--- config.mk ---
export PLATFORM = sky130hd
export DESIGN_NAME = uart_multidrop
export DESIGN_NICKNAME = d
export VERILOG_FILES = /design/src/hdl/uart_pkg.sv /design/src/hdl/uart_multidrop.sv /design/src/hdl/uart_rx_sampler.sv /design/src/hdl/uart_tx_shifter.sv
export SDC_FILE = /design/constraint.sdc
export NUM_CORES = 1
export LEC_CHECK = 0
export BUFFER_PORTS_ARGS = -buffer_cell sky130_fd_sc_hd__buf_2
export CELL_PAD_IN_SITES_DETAIL_PLACEMENT = 1
export CELL_PAD_IN_SITES_GLOBAL_PLACEMENT = 2
export CORE_MARGIN = 5
export CORE_UTILIZATION = 36
export CTS_CLUSTER_SIZE = 14
export DETAILED_ROUTE_END_ITERATION = 16
export GPL_TIMING_DRIVEN = 1
export MAX_ROUTING_LAYER = met4
export PLACE_DENSITY = 0.91
export SLEW_MARGIN = 10
export SYNTH_ARGS = -nofsm -noshare
export SYNTH_HDL_FRONTEND = slang
export SYNTH_SLANG_ARGS = --single-unit
--- constraint.sdc ---
create_clock -name sys_clk -period 3.85 [get_ports sys_clk]
set_input_delay 0.1925 -clock sys_clk [delete_from_list [all_inputs] [get_ports sys_clk]]
set_output_delay 0.1925 -clock sys_clk [all_outputs]
set_load 0.005 [all_outputs]
--- src/hdl/uart_pkg.sv ---
// shared constants for the multidrop serial port
package uart_pkg;
	// register byte addresses
	localparam logic [4:0] ADDR_DATA   = 5'h00;
	localparam logic [4:0] ADDR_STAT_A = 5'h04;
	localparam logic [4:0] ADDR_CTRL_B = 5'h08;
	localparam logic [4:0] ADDR_CTRL_C = 5'h0c;
	localparam logic [4:0] ADDR_BAUD   = 5'h10;
	// ctrl_status_a bit positions
	localparam int A_RX_DONE  = 7;
	localparam int A_TX_DONE  = 6;
	localparam int A_TX_EMPTY = 5;
	localparam int A_FRM_ERR  = 4;
	localparam int A_OVERRUN  = 3;
	localparam int A_PAR_ERR  = 2;
	localparam int A_DBL      = 1;
	localparam int A_FILTER   = 0;
	// ctrl_b bit positions
	localparam int B_RX_EN = 4;
	localparam int B_TX_EN = 3;
	localparam int B_SIZE2 = 2;
	localparam int B_RX9   = 1;
	localparam int B_TX9   = 0;
	// ctrl_c bit positions
	localparam int C_PAR_EN  = 5;
	localparam int C_PAR_ODD = 4;
	localparam int C_STOP2   = 3;
	localparam int C_SIZE_LO = 1;
	// sampling figures
	localparam logic [4:0] SAMPLES_NORMAL    = 5'h10;
	localparam logic [4:0] SAMPLES_DOUBLE    = 5'h08;
	localparam logic [4:0] VOTE_FIRST_NORMAL = 5'h08;
	localparam logic [4:0] VOTE_FIRST_DOUBLE = 5'h04;
	// size code for nine-bit characters
	localparam logic [2:0] SIZE_NINE = 3'h7;
	// reset values
	localparam logic [11:0] BAUD_RESET = 12'h000;
	localparam logic [2:0]  SIZE_RESET = 3'h3;
	// bus answers
	localparam logic [1:0] RESP_OKAY   = 2'h0;
	localparam logic [1:0] RESP_SLVERR = 2'h2;

	// data bits for a size code, reserved codes act as eight
	function automatic logic [3:0] char_bits(input logic [2:0] code);
		if (code == SIZE_NINE)
			char_bits = 4'h9;
		else if (code[2])
			char_bits = 4'h8;
		else
			char_bits = 4'h5 + {2'h0, code[1:0]};
	endfunction : char_bits
endpackage : uart_pkg

--- src/hdl/uart_multidrop.sv ---
// serial port with address filtering, shared data port, axi4-lite slave
// Overview of operation
// - filtering on drops frames without address mark
// - transmitter ignores the filtering enable
// - five to eight bits: stop bit marks type
// - nine bits: ninth data bit marks type
// - type one is address, zero is data
// - ninth bit sent exactly as software set
// - accepted address frames buffered and flagged normally
// - one data address: write transmits, read receives
// - unused upper bits dropped and read zero
// - data write ignored while buffer not empty
// - buffered byte moves to idle shifter, sent
// - two-entry receive fifo advances per data read
// - sixteen or eight samples per bit
// - vote at samples 8-10 or 4-6
// - normal speed tolerates 95.36 to 104.58 percent
// - double speed tolerates 96.00 to 103.90 percent
//
// Our own choices: the placing of the registers and register access over AXI4-Lite.
`timescale 1ns/1ns
`default_nettype none
module uart_multidrop (
	// clock and reset
	input  wire logic        sys_clk,
	input  wire logic        rst,
	// axi4-lite write address
	input  wire logic [4:0]  awaddr,
	input  wire logic        awvalid,
	output logic             awready,
	// axi4-lite write data
	input  wire logic [31:0] wdata,
	input  wire logic [3:0]  wstrb,
	input  wire logic        wvalid,
	output logic             wready,
	// axi4-lite write response
	output logic [1:0]       bresp,
	output logic             bvalid,
	input  wire logic        bready,
	// axi4-lite read address
	input  wire logic [4:0]  araddr,
	input  wire logic        arvalid,
	output logic             arready,
	// axi4-lite read data
	output logic [31:0]      rdata,
	output logic [1:0]       rresp,
	output logic             rvalid,
	input  wire logic        rready,
	// serial line
	input  wire logic        rxd,
	output logic             txd
);
	// register index codes returned by the decoder
	localparam logic [2:0] IDX_DATA = 3'h0;
	localparam logic [2:0] IDX_A    = 3'h1;
	localparam logic [2:0] IDX_B    = 3'h2;
	localparam logic [2:0] IDX_C    = 3'h3;
	localparam logic [2:0] IDX_BAUD = 3'h4;
	localparam logic [2:0] IDX_NONE = 3'h7;

	// address decode, shared by read and write paths
	function automatic logic [2:0] reg_index(input logic [4:0] addr);
		if (addr == uart_pkg::ADDR_DATA)
			reg_index = IDX_DATA;
		else if (addr == uart_pkg::ADDR_STAT_A)
			reg_index = IDX_A;
		else if (addr == uart_pkg::ADDR_CTRL_B)
			reg_index = IDX_B;
		else if (addr == uart_pkg::ADDR_CTRL_C)
			reg_index = IDX_C;
		else if (addr == uart_pkg::ADDR_BAUD)
			reg_index = IDX_BAUD;
		else
			reg_index = IDX_NONE;
	endfunction : reg_index

	// bus slave state
	logic [4:0]  aw_addr_q, next_aw_addr;    // held write address
	logic [31:0] w_data_q, next_w_data;      // held write data
	logic [3:0]  w_strb_q, next_w_strb;      // held byte enables
	logic        next_awready, next_wready;
	logic        next_bvalid, next_arready, next_rvalid;
	logic [1:0]  next_bresp, next_rresp;
	logic [31:0] next_rdata;
	// control bits
	logic        filter_en, next_filter;     // frame_filter_enable
	logic        dbl, next_dbl;              // double_speed_select
	logic        rx_en, next_rx_en;
	logic        tx_en, next_tx_en;
	logic [2:0]  size_code, next_size;       // char_size_field
	logic        tx_ninth, next_tx_ninth;
	logic        par_en, next_par_en;
	logic        par_odd, next_par_odd;
	logic        two_stop, next_two_stop;    // stop_bit_count_select
	logic [11:0] baud_div, next_baud;        // baud_divisor
	// transmit holding buffer
	logic [8:0]  tx_hold, next_tx_hold;
	logic        tx_empty, next_tx_empty;    // tx_buffer_empty_flag
	logic        tx_cmpl, next_tx_cmpl;      // tx_complete_flag
	// receive fifo, two entries of {perr, ferr, data9}
	logic [10:0] fifo_mem [2];
	logic [10:0] next_mem [2];
	logic        rd_ptr, next_rd_ptr;
	logic [1:0]  count, next_count;
	logic        overrun, next_overrun;
	// sample tick generator
	logic [11:0] baud_cnt, next_baud_cnt;
	logic        tick, next_tick;
	// links to the shifters
	logic        tx_load, tx_idle, tx_done;
	logic        rx_done, rx_type, rx_ferr, rx_perr;
	logic [8:0]  rx_data;
	// combinational helpers
	logic        do_write, do_read;
	logic [2:0]  w_idx, r_idx;
	logic [10:0] head;
	logic [1:0]  cnt_tmp;
	logic        ptr_tmp;

	assign head = fifo_mem[rd_ptr];
	// buffered byte goes to the shifter once it is free
	assign tx_load = !tx_empty && tx_en && tx_idle;

	// receive sampler
	uart_rx_sampler u_rx (
		.sys_clk      (sys_clk),
		.rst          (rst),
		.sample_tick  (tick),
		.rxd_pin      (rxd),
		.enable       (rx_en),
		.double_speed (dbl),
		.size_code    (size_code),
		.parity_en    (par_en),
		.parity_odd   (par_odd),
		.frame_done   (rx_done),
		.frame_data   (rx_data),
		.frame_type   (rx_type),
		.frame_err    (rx_ferr),
		.parity_err   (rx_perr)
	);

	// transmit shifter, filtering enable deliberately not wired
	uart_tx_shifter u_tx (
		.sys_clk      (sys_clk),
		.rst          (rst),
		.sample_tick  (tick),
		.double_speed (dbl),
		.size_code    (size_code),
		.parity_en    (par_en),
		.parity_odd   (par_odd),
		.two_stop     (two_stop),
		.load         (tx_load),
		.load_data    (tx_hold),
		.idle         (tx_idle),
		.done         (tx_done),
		.txd          (txd)
	);

	// next values for bus, control, buffers and tick
	always_comb
	begin
		next_aw_addr = aw_addr_q;
		next_w_data = w_data_q;
		next_w_strb = w_strb_q;
		next_awready = awready;
		next_wready = wready;
		next_bvalid = bvalid;
		next_bresp = bresp;
		next_arready = arready;
		next_rvalid = rvalid;
		next_rresp = rresp;
		next_rdata = rdata;
		next_filter = filter_en;
		next_dbl = dbl;
		next_rx_en = rx_en;
		next_tx_en = tx_en;
		next_size = size_code;
		next_tx_ninth = tx_ninth;
		next_par_en = par_en;
		next_par_odd = par_odd;
		next_two_stop = two_stop;
		next_baud = baud_div;
		next_tx_hold = tx_hold;
		next_tx_empty = tx_empty;
		next_tx_cmpl = tx_cmpl;
		next_mem = fifo_mem;
		next_rd_ptr = rd_ptr;
		next_count = count;
		next_overrun = overrun;
		// sample tick from the divisor
		next_tick = (baud_cnt == 12'h000);
		next_baud_cnt = next_tick ? baud_div : baud_cnt - 12'h001;

		// address and data accepted independently, either order
		if (awvalid && awready)
		begin
			next_aw_addr = awaddr;
			next_awready = 1'b0;
		end
		if (wvalid && wready)
		begin
			next_w_data = wdata;
			next_w_strb = wstrb;
			next_wready = 1'b0;
		end
		if (bvalid && bready)
			next_bvalid = 1'b0;
		do_write = !awready && !wready && !bvalid;
		w_idx = reg_index(aw_addr_q);
		do_read = arvalid && arready;
		r_idx = reg_index(araddr);

		// shifter took the held byte
		if (tx_load)
			next_tx_empty = 1'b1;
		// complete when the frame left and nothing waits
		if (tx_done && tx_empty)
			next_tx_cmpl = 1'b1;

		if (do_write)
		begin
			next_awready = 1'b1;
			next_wready = 1'b1;
			next_bvalid = 1'b1;
			next_bresp = (w_idx == IDX_NONE) ? uart_pkg::RESP_SLVERR : uart_pkg::RESP_OKAY;
			if (w_strb_q[0])
			begin
				if (w_idx == IDX_DATA)
				begin
					// write lands only while the buffer is empty
					if (tx_empty)
					begin
						next_tx_hold = {tx_ninth, w_data_q[7:0]};
						next_tx_empty = 1'b0;
					end
				end
				else if (w_idx == IDX_A)
				begin
					next_filter = w_data_q[uart_pkg::A_FILTER];
					next_dbl = w_data_q[uart_pkg::A_DBL];
					// write one clears, a same-cycle completion wins
					if (w_data_q[uart_pkg::A_TX_DONE] && !(tx_done && tx_empty))
						next_tx_cmpl = 1'b0;
				end
				else if (w_idx == IDX_B)
				begin
					next_rx_en = w_data_q[uart_pkg::B_RX_EN];
					next_tx_en = w_data_q[uart_pkg::B_TX_EN];
					next_size[2] = w_data_q[uart_pkg::B_SIZE2];
					next_tx_ninth = w_data_q[uart_pkg::B_TX9];
				end
				else if (w_idx == IDX_C)
				begin
					next_par_en = w_data_q[uart_pkg::C_PAR_EN];
					next_par_odd = w_data_q[uart_pkg::C_PAR_ODD];
					next_two_stop = w_data_q[uart_pkg::C_STOP2];
					next_size[1:0] = w_data_q[uart_pkg::C_SIZE_LO +: 2];
				end
				else if (w_idx == IDX_BAUD)
					next_baud[7:0] = w_data_q[7:0];
			end
			if (w_strb_q[1] && w_idx == IDX_BAUD)
				next_baud[11:8] = w_data_q[11:8];
		end

		// read: register the answer, data port pops the fifo
		if (rvalid && rready)
		begin
			next_rvalid = 1'b0;
			next_arready = 1'b1;
		end
		cnt_tmp = count;
		ptr_tmp = rd_ptr;
		if (do_read)
		begin
			next_arready = 1'b0;
			next_rvalid = 1'b1;
			next_rresp = uart_pkg::RESP_OKAY;
			next_rdata = 32'h0000_0000;
			if (r_idx == IDX_DATA)
			begin
				next_rdata[7:0] = head[7:0];
				// every data read with an entry waiting moves the fifo
				if (count != 2'h0)
				begin
					cnt_tmp = count - 2'h1;
					ptr_tmp = ~rd_ptr;
				end
			end
			else if (r_idx == IDX_A)
				next_rdata[7:0] = {count != 2'h0, tx_cmpl, tx_empty,
					head[9] & (count != 2'h0), overrun,
					head[10] & (count != 2'h0), dbl, filter_en};
			else if (r_idx == IDX_B)
				next_rdata[7:0] = {3'h0, rx_en, tx_en, size_code[2],
					head[8] & (count != 2'h0), tx_ninth};
			else if (r_idx == IDX_C)
				next_rdata[7:0] = {2'h0, par_en, par_odd, two_stop,
					size_code[1:0], 1'b0};
			else if (r_idx == IDX_BAUD)
				next_rdata[11:0] = baud_div;
			else
				next_rresp = uart_pkg::RESP_SLVERR;
		end

		// filtering drops data frames silently
		if (rx_done && rx_en && !(filter_en && !rx_type))
		begin
			if (cnt_tmp == 2'h2)
				next_overrun = 1'b1;
			else
			begin
				// stored and flagged like any frame
				next_mem[ptr_tmp ^ cnt_tmp[0]] = {rx_perr, rx_ferr, rx_data};
				cnt_tmp = cnt_tmp + 2'h1;
				next_overrun = 1'b0;
			end
		end
		next_count = cnt_tmp;
		next_rd_ptr = ptr_tmp;
		// disabled receiver flushes the fifo
		if (!rx_en)
		begin
			next_count = 2'h0;
			next_overrun = 1'b0;
		end
	end

	// registers
	always_ff @(posedge sys_clk)
	begin
		if (rst)
		begin
			aw_addr_q <= 5'h00;
			w_data_q <= 32'h0000_0000;
			w_strb_q <= 4'h0;
			awready <= 1'b1;
			wready <= 1'b1;
			bvalid <= 1'b0;
			bresp <= uart_pkg::RESP_OKAY;
			arready <= 1'b1;
			rvalid <= 1'b0;
			rresp <= uart_pkg::RESP_OKAY;
			rdata <= 32'h0000_0000;
			filter_en <= 1'b0;
			dbl <= 1'b0;
			rx_en <= 1'b0;
			tx_en <= 1'b0;
			size_code <= uart_pkg::SIZE_RESET;
			tx_ninth <= 1'b0;
			par_en <= 1'b0;
			par_odd <= 1'b0;
			two_stop <= 1'b0;
			baud_div <= uart_pkg::BAUD_RESET;
			tx_hold <= 9'h000;
			tx_empty <= 1'b1;
			tx_cmpl <= 1'b0;
			fifo_mem[0] <= 11'h000;
			fifo_mem[1] <= 11'h000;
			rd_ptr <= 1'b0;
			count <= 2'h0;
			overrun <= 1'b0;
			baud_cnt <= 12'h000;
			tick <= 1'b0;
		end
		else
		begin
			aw_addr_q <= next_aw_addr;
			w_data_q <= next_w_data;
			w_strb_q <= next_w_strb;
			awready <= next_awready;
			wready <= next_wready;
			bvalid <= next_bvalid;
			bresp <= next_bresp;
			arready <= next_arready;
			rvalid <= next_rvalid;
			rresp <= next_rresp;
			rdata <= next_rdata;
			filter_en <= next_filter;
			dbl <= next_dbl;
			rx_en <= next_rx_en;
			tx_en <= next_tx_en;
			size_code <= next_size;
			tx_ninth <= next_tx_ninth;
			par_en <= next_par_en;
			par_odd <= next_par_odd;
			two_stop <= next_two_stop;
			baud_div <= next_baud;
			tx_hold <= next_tx_hold;
			tx_empty <= next_tx_empty;
			tx_cmpl <= next_tx_cmpl;
			fifo_mem <= next_mem;
			rd_ptr <= next_rd_ptr;
			count <= next_count;
			overrun <= next_overrun;
			baud_cnt <= next_baud_cnt;
			tick <= next_tick;
		end
	end
endmodule : uart_multidrop
`default_nettype wire

--- src/hdl/uart_rx_sampler.sv ---
// receive sampler: start detect, majority vote, frame assembly
`timescale 1ns/1ns
`default_nettype none
module uart_rx_sampler (
	// clock and reset
	input  wire logic       sys_clk,
	input  wire logic       rst,
	// sample tick and line
	input  wire logic       sample_tick,
	input  wire logic       rxd_pin,
	// format
	input  wire logic       enable,
	input  wire logic       double_speed,
	input  wire logic [2:0] size_code,
	input  wire logic       parity_en,
	input  wire logic       parity_odd,
	// finished frame
	output logic            frame_done,
	output logic [8:0]      frame_data,
	output logic            frame_type,
	output logic            frame_err,
	output logic            parity_err
);
	typedef enum logic [2:0] {
		RX_IDLE  = 3'b001,
		RX_START = 3'b010,
		RX_BITS  = 3'b100
	} rx_state_t;

	logic       rxd_meta, rxd_sync;         // line synchroniser
	rx_state_t  state, next_state;          // sequencer
	logic [4:0] sample_no, next_sample;     // sample within bit
	logic [1:0] votes, next_votes;          // first two vote samples
	logic [3:0] bit_idx, next_bit;          // bit within frame
	logic [10:0] shreg, next_shreg;         // collected bits, lsb first
	logic       next_done;
	logic [3:0] nb, last;                   // data bits, stop index
	logic [4:0] spb, sf, cur;
	logic       maj;

	// sequencing per sample tick
	always_comb
	begin
		nb = uart_pkg::char_bits(size_code);
		spb = double_speed ? uart_pkg::SAMPLES_DOUBLE : uart_pkg::SAMPLES_NORMAL;
		sf = double_speed ? uart_pkg::VOTE_FIRST_DOUBLE : uart_pkg::VOTE_FIRST_NORMAL;
		last = nb + {3'h0, parity_en};
		cur = sample_no + 5'h01;
		maj = (votes[1] & votes[0]) | (votes[1] & rxd_sync) | (votes[0] & rxd_sync);
		next_state = state;
		next_sample = sample_no;
		next_votes = votes;
		next_bit = bit_idx;
		next_shreg = shreg;
		next_done = 1'b0;
		if (!enable)
			next_state = RX_IDLE;
		else if (sample_tick)
		begin
			case (state)
				RX_IDLE:
				begin
					// first low sample counts as sample one
					if (!rxd_sync)
					begin
						next_state = RX_START;
						next_sample = 5'h01;
					end
				end
				RX_START, RX_BITS:
				begin
					next_sample = cur;
					if (cur == sf || cur == sf + 5'h01)
						next_votes = {votes[0], rxd_sync};
					// third vote sample decides the bit
					if (cur == sf + 5'h02)
					begin
						if (state == RX_START)
						begin
							if (maj)
								next_state = RX_IDLE; // noise spike
						end
						else
						begin
							next_shreg[bit_idx] = maj;
							// done right after the stop vote, early start allowed
							if (bit_idx == last)
							begin
								next_state = RX_IDLE;
								next_done = 1'b1;
							end
						end
					end
					if (cur == spb)
					begin
						next_sample = 5'h00;
						if (state == RX_START)
						begin
							next_state = RX_BITS;
							next_bit = 4'h0;
						end
						else
							next_bit = bit_idx + 4'h1;
					end
				end
				default: next_state = RX_IDLE;
			endcase
		end
	end

	// registers
	always_ff @(posedge sys_clk)
	begin
		rxd_meta <= rxd_pin;
		rxd_sync <= rxd_meta;
		if (rst)
		begin
			state <= RX_IDLE;
			sample_no <= 5'h00;
			votes <= 2'h3;
			bit_idx <= 4'h0;
			shreg <= 11'h7ff;
			frame_done <= 1'b0;
		end
		else
		begin
			state <= next_state;
			sample_no <= next_sample;
			votes <= next_votes;
			bit_idx <= next_bit;
			shreg <= next_shreg;
			frame_done <= next_done;
		end
	end

	// fields of the finished frame
	always_comb
	begin
		for (int i = 0; i < 9; i++)
			frame_data[i] = (i < int'(nb)) ? shreg[i] : 1'b0;
		// ninth bit or first stop bit marks the frame type
		frame_type = (nb == 4'h9) ? shreg[8] : shreg[last];
		frame_err = !shreg[last];
		parity_err = parity_en & ((^frame_data) ^ parity_odd ^ shreg[nb]);
	end
endmodule : uart_rx_sampler
`default_nettype wire

--- src/hdl/uart_tx_shifter.sv ---
// transmit shift register and frame builder
`timescale 1ns/1ns
`default_nettype none
module uart_tx_shifter (
	// clock and reset
	input  wire logic       sys_clk,
	input  wire logic       rst,
	// tick and format
	input  wire logic       sample_tick,
	input  wire logic       double_speed,
	input  wire logic [2:0] size_code,
	input  wire logic       parity_en,
	input  wire logic       parity_odd,
	input  wire logic       two_stop,
	// load from holding buffer
	input  wire logic       load,
	input  wire logic [8:0] load_data,
	// status and line
	output logic            idle,
	output logic            done,
	output logic            txd
);
	logic [12:0] shreg, next_shreg;   // frame bits, lsb leaves first
	logic [3:0]  left, next_left;     // bits still to send
	logic [4:0]  ticks, next_ticks;   // ticks inside current bit
	logic        next_done, next_txd;
	logic [3:0]  nb;
	logic [4:0]  spb;

	// frame build and shifting
	always_comb
	begin
		nb = uart_pkg::char_bits(size_code);
		spb = double_speed ? uart_pkg::SAMPLES_DOUBLE : uart_pkg::SAMPLES_NORMAL;
		next_shreg = shreg;
		next_left = left;
		next_ticks = ticks;
		next_done = 1'b0;
		if (load && left == 4'h0)
		begin
			// start, data (upper unused dropped), parity, stops
			next_shreg = 13'h1ffe;
			for (int i = 0; i < 9; i++)
				if (i < int'(nb))
					next_shreg[i + 1] = load_data[i];
			if (parity_en)
				next_shreg[nb + 4'h1] = (^(load_data & ~(9'h1ff << nb))) ^ parity_odd;
			next_left = nb + 4'h2 + {3'h0, parity_en} + {3'h0, two_stop};
			next_ticks = 5'h00;
		end
		else if (left != 4'h0 && sample_tick)
		begin
			next_ticks = ticks + 5'h01;
			if (next_ticks == spb)
			begin
				next_ticks = 5'h00;
				next_shreg = {1'b1, shreg[12:1]};
				next_left = left - 4'h1;
				next_done = (left == 4'h1);
			end
		end
		next_txd = (next_left == 4'h0) ? 1'b1 : next_shreg[0];
	end

	// registers
	always_ff @(posedge sys_clk)
	begin
		if (rst)
		begin
			shreg <= 13'h1fff;
			left <= 4'h0;
			ticks <= 5'h00;
			done <= 1'b0;
			txd <= 1'b1;
		end
		else
		begin
			shreg <= next_shreg;
			left <= next_left;
			ticks <= next_ticks;
			done <= next_done;
			txd <= next_txd;
		end
	end

	assign idle = (left == 4'h0);
endmodule : uart_tx_shifter
`default_nettype wire

### Word level (Yosys, flattened, before mapping)

Cells that the tools add are included.

| storage, ports and cells | value |
|---|---|
| input port bits | 54 |
| logic and storage cells | 328 |
| output and inout bits | 42 |
| flip-flop bits (word level) | 165 |

| cells by class | value |
|---|---|
| bitwise gates (word level) | 30 |
| reductions and logical operators | 65 |
| mux-type cells | 121 |
| $add $sub $neg | 15 |
| shift-type cells | 1 |
| eq/ne operators | 31 |
| $lt $le $gt $ge | 18 |

Operators by type and width:

| kind | number |
|---|---|
| $mux 1 | 54 |
| $mux 13 | 4 |
| $mux 3 | 15 |
| $mux 11 | 4 |
| $mux 4 | 11 |
| $mux 8 | 4 |
| $mux 2 | 13 |
| $eq 5x5->1 | 5 |
| $mux 12 | 2 |
| $bwmux 22 | 1 |
| $eq 5x4->1 const B | 4 |
| $logic_and 1x1->1 | 20 |
| $lt 4x5->1 const B | 4 |
| $mux 5 | 4 |
| $reduce_and 4->1 | 5 |
| $reduce_xor 9->1 | 2 |
| $lt 3x4->1 const A | 4 |
| $add 5x1->5 const B | 3 |
| $eq 3x2->1 const B | 5 |
| $eq 3x3->1 const B | 5 |
| $bwmux 13 | 1 |
| $not 1->1 | 13 |
| $add 4x1->4 | 3 |
| $logic_not 12->1 | 1 |
| other kinds (49) | 94 |

### Depth between registers and ports, before layout

| depth | value |
|---|---|
| depth in word-level cells | 16 |
| depth in mapped cells | 15 |
| mapped depth without buffers | 12 |

### By module

A second synthesis with hierarchy kept.

| unflattened totals | value |
|---|---|
| cells, all modules | 1001 |
| area total of the unflattened synthesis | 8557.0 µm² |

Modules (own cells, without submodules):

| module | instances | area an instance (µm²) | cells an instance | seq. area each (µm²) |
|---|---|---|---|---|
| uart_multidrop | 1 | 4913.5 | 556 | 2222.1 |
| uart_rx_sampler | 1 | 2122.0 | 255 | 560.5 |
| uart_tx_shifter | 1 | 1521.5 | 190 | 480.5 |

### Worst setup path before layout

OpenSTA, ideal clock, no wires.

| timing path | value |
|---|---|
| path type | reg2reg |
| from | reg size_code[1] |
| to | reg fifo_mem[13] in the netlist's numbering |
| clock period less this slack | 3.262 ns |
| stages on the path, launching flop included | 16 |
| arrival time | 3.135 ns |
| library setup time | 0.128 ns |
| data required time | 3.722 ns |
| buffers on the path | 4 |
| slack | 0.588 ns |
| cells stage by stage | dfxtp_1 -> ha_1 -> buf_2 -> inv_1 -> nor2_1 -> ha_1 -> buf_6 -> mux2_2 -> mux4_2 -> a31oi_1 -> o21a_2 -> or3_1 -> buf_6 -> buf_12 -> mux2i_1 -> nor2_1 |

| on the way | value |
|---|---|
| word-level cells in the longest chain between the ends | 12 |
| elaborated cells on any way between the ends | 17 |
| those cells by class | add/sub (2); order compare (1); eq/ne (2); mux (7); reduce/logical (5) |

Ends and longest elaborated chain:

| element | RTL line | text |
|---|---|---|
| start, declared | uart_multidrop.sv:90 | `logic [2:0] size_code, next_size;` |
| start signal, assigned | uart_multidrop.sv:349 | `size_code <= uart_pkg::SIZE_RESET;` |
| start signal, assigned | uart_multidrop.sv:383 | `size_code <= next_size;` |
| $add 3x2->4 | uart_pkg.sv:50 | `char_bits = 4'h5 + {2'h0, code[1:0]};` |
| $mux 4 | uart_pkg.sv:47 | `else if (code[2])` |
| $mux 4 * | uart_pkg.sv:45 | `if (code == SIZE_NINE)` |
| $add 4x1->4 | uart_rx_sampler.sv:47 | `last = nb + {3'h0, parity_en};` |
| $bmux 1 s4 | uart_rx_sampler.sv:142 | `frame_type = (nb == 4'h9) ? shreg[8] : shreg[last];` |
| $mux 1 (implied by the code) | uart_rx_sampler.sv:142 |  |
| $mux 1 | uart_rx_sampler.sv:142 |  |
| $logic_not 1->1 | uart_multidrop.sv:307 | `if (rx_done && rx_en && !(filter_en && !rx_type))` |
| $logic_and 1x1->1 | uart_multidrop.sv:307 |  |
| $logic_not 1->1 | uart_multidrop.sv:307 |  |
| $logic_and 1x1->1 | uart_multidrop.sv:307 |  |
| $reduce_and 2->1 (no source line) | n/a |  |
| end signal, assigned | uart_multidrop.sv:392 | `fifo_mem <= next_mem;` |
| end, declared | uart_multidrop.sv:101 | `logic [10:0] fifo_mem [2];` |

Every way passes the cells marked *; elsewhere a longest branch is shown, timed or not. The select of a mux whose other input is x is not followed.
A chain may end at the register's enable or synchronous reset.

### Worst setup path in the final report

| timing path | value |
|---|---|
| from | reg size_code[0] |
| to | reg fifo_mem[8] in the netlist's numbering |

The elaborated chain is that of the path after synthesis.

==> out/qor.yml <==
floorplanning:
  start_util_pct: 36.5
  coreArea_um2: 22600
  dieArea_um2: 26000
  std_cell_rows: 55
  die_h_um: 161
  die_w_um: 161
  pin_count: 96
pwr:
  power.internal_w: 0.00284
  p_per_area_nw_per_um2: 427
  clkPwrFrac_pct: 42.8
  leakagePower_nw: 3.94
  power.share.sequential_pct: 45.8
  vdd.ir_drop.worst_mv: 0.223
  p_sw_share_pct: 29.2
  pwr-share-comb_pct: 11.4
  power_switching_w: 0.00117
cts:
  cts-root-buf: "clkbuf_16"
  cts_made_buffers: 17
  insertion_delay_ns: 0.44
  cts_tree: "built"
  htreeDepth: 4
  clk_path_buf_depth: 2
  cts_sinks: 163
  clk_pin_slew_ns: 0.07
global_routing:
  grt_pass1_wl_mm: 36.9
  groute.usage.overall_pct: 17.8
  antenna_found_initial: 0
  grt_start_max_net_pins: 85
  grt-ovfl-total: 0
  grt_pass1_vias: 7079
placed_design:
  dpl_cell_area_um2: 8630
  dp.cells: 1264
  port_buffers: 51
  dpl.hpwl_mm: 16.2
  finalWeightedCongestion: 0.832
  pre_cts_ws_ns: 0.311
setup_path:
  critPathMaxFanout: 12
  required_ns: 4.15
  cp-start-kind: "flip-flop"
  critPathArrivalTime_ns: 3.91
  critPathBufInv: 1
  path_class: "reg2reg"
  worstPathCellList: "ha_1 -> nand2_1 -> o21ai_0 -> ha_1 -> ha_1 -> mux2_2 -> mux4_2 -> a31oi_1 -> o21ai_0 -> nand3b_1 -> buf_4 -> mux2i_1 -> nor2_1"
  critPathTopFamily: "multiplexers"
  cp_common_cell: "ha_1"
  cp.depth: 13
  critPathCaptureType: "flip-flop"
  slowest_stage: "mux4_2"
  cpPeakStageDelay_ns: 0.47
  worstRegToRegCells: 13
synth:
  synthAdderAreaFrac_pct: 3.40
  synth_most_common_cell: "dfxtp_1"
  synth_area_leaders: "dfxtp_1 40%, mux2i_1 8.9%, nor2_1 5.9%, nand2_1 4.6%, a21oi_1 3.5%"
  ys_top_cells_by_count: "163 x dfxtp_1, 130 x nor2_1, 101 x nand2_1"
  synth_top_family_by_area: "simple AND/OR/NAND/NOR gates"
  yosysTopAreaCell: "dfxtp_1"
  synth_edf_count: 0
  synth_top_area_share_pct: 39.6
  ys_ff_latch: 163
  synth_xor_area_share_pct: 4.59
  synthFlopType: "dfxtp_1"
  syn_inst: 966
  synth_seq_area_share_pct: 39.6
  async_reset_ff_share_pct: 0
  synth_simple_gate_area_share_pct: 21.1
  synth_cell_types: 74
  synth_compound_area_share_pct: 14.9
  synth_area_um2: 8240
  yosysWarnings: 0
  synth_area_per_cell_um2: 8.53
  muxShareOfSynthArea_pct: 10.2
detailed_routing:
  vias: 7061
  antenna_left: 0
  routed_wl_mm: 22.6
  route.detailed.drc: 0
  drt-vias-per-instance: 5.38
  drtIter0Drc: 385
  wl_per_cell_um: 17.2
  drt-pass1-iter-count: 4
final_layout:
  final_cells: 1312
  seq_area_um2: 3260
  n_fill_cell: 2699
  multi_input_area_um2: 4550
  n_antenna_cell: 0
  area_growth_pct: 14.1
  nets: 1089
  drive_above_1_share_pct: 11.8
  stdcell_area_um2: 9400
hold_path:
  whs_path_depth: 3
  min_path_type: "in2reg"
timing:
  setup_slack_ns: 0.235
  rsz0062_at_grt: "no"
  finalSetupViolations: 0
  finalSetupTns_ns: 0
  finalCriticalPeriod_ns: 3.61
  final.period_utilization_pct: 93.9
  tightest_slew_ns: 1.12
  timing.hold.ws_ns: 0.0214
  slew_headroom_pct: 25.1
  hold_viol_final: 0
  fmax_mhz: 277
  fin_skew_ns: 0.0137
  slew_violations: 0
run:
  max_cap_violations: 0
status:
  status: "finished, final reports clean"
area by class of cell:
| type | count | area share, % |
|---|---|---|
| Clock buffer | 17 | 4.53 |
| Clock inverter | 15 | 1.93 |
| Inverter | 22 | 0.879 |
| Multi-Input combinational cell | 727 | 48.4 |
| Sequential cell | 163 | 34.7 |
| Tap cell | 285 | 3.79 |
| Timing Repair Buffer | 83 | 5.72 |
cell families after synthesis:
group           after synthesis
simple gates                372
compound gates              191
flops                       163
buf+inv                      97
mux                          80
xor+xnor                     40
fa+ha+maj                    22
other cells                   1
worst reg2reg max path, cell delays in order (launching register included):
cell	delay (ns)
dfxtp_1	0.32
ha_1	0.22
nand2_1	0.11
o21ai_0	0.19
ha_1	0.28
ha_1	0.43
mux2_2	0.38
mux4_2	0.47
a31oi_1	0.22
o21ai_0	0.19
nand3b_1	0.13
buf_4	0.24
mux2i_1	0.24
nor2_1	0.07
flip-flops by register name, summed over array words and instances (netlist names), 9 cells and up, named ones only:
register and count:
fifo_mem 22, tx_hold 9, u_rx.shreg 11, baud_cnt 12, w_data_q 12, u_tx.shreg 13, baud_div 12, rdata 12
through the flow:
stage                     utilization [%]  power, W
final                                41.6   0.00401
after global routing                 41.6   0.00419
after CTS                            41.6   0.00407
after detailed placement             38.2   0.00232
after global placement               38.2   0.00231
after floorplan                         -   0.00221
power by group through the flow:
stage          registers [W]  logic [W]  clock network [W]
6_report             0.00184   0.000458            0.00172
5_1_grt              0.00185   0.000522            0.00182
4_1_cts              0.00184   0.000467            0.00176
3_5_place_dp         0.00188   0.000446                  0
3_3_place_gp         0.00187   0.000435                  0
2_1_floorplan        0.00185   0.000358                  0
cell usage in the layout (no fill, tap or decap), types with 20 or more instances in the layout:
cell type  count
dfxtp_1      163
nor2_1       130
nand2_1      101
mux2i_1       73
a21oi_1       58
buf_2         50
o21ai_0       36
nand3_1       31
a211oi_1      30
nor3_1        27
xnor2_1       24
inv_1         22
conb_1        22
ha_1          20
routing by layer:
layer	vias to the layer above	track usage, %	share of wire [%]
li1	3463	-	-
met1	3477	23.2	45
met2	105	29.3	49
met3	16	2.53	4.3
met4	0	4.81	1.1
met5	-	-	0
path summary, 6_finish.rpt:
path            startpoint            end  slack [ns]
min reg2reg  u_rx.rxd_meta  u_rx.rxd_sync        0.33
min              awaddr[3]   aw_addr_q[3]        0.02
max reg2reg   size_code[0]    fifo_mem[8]        0.24
max           size_code[0]    fifo_mem[8]        0.24
what timing repair did:
action	in CTS	in global routing
hold buffers	16	0
buffers inserted	0	0
hold endpoints to repair	16	0
gates resized for setup	0	0
No activity file was read; power rests on OpenSTA's default activity.
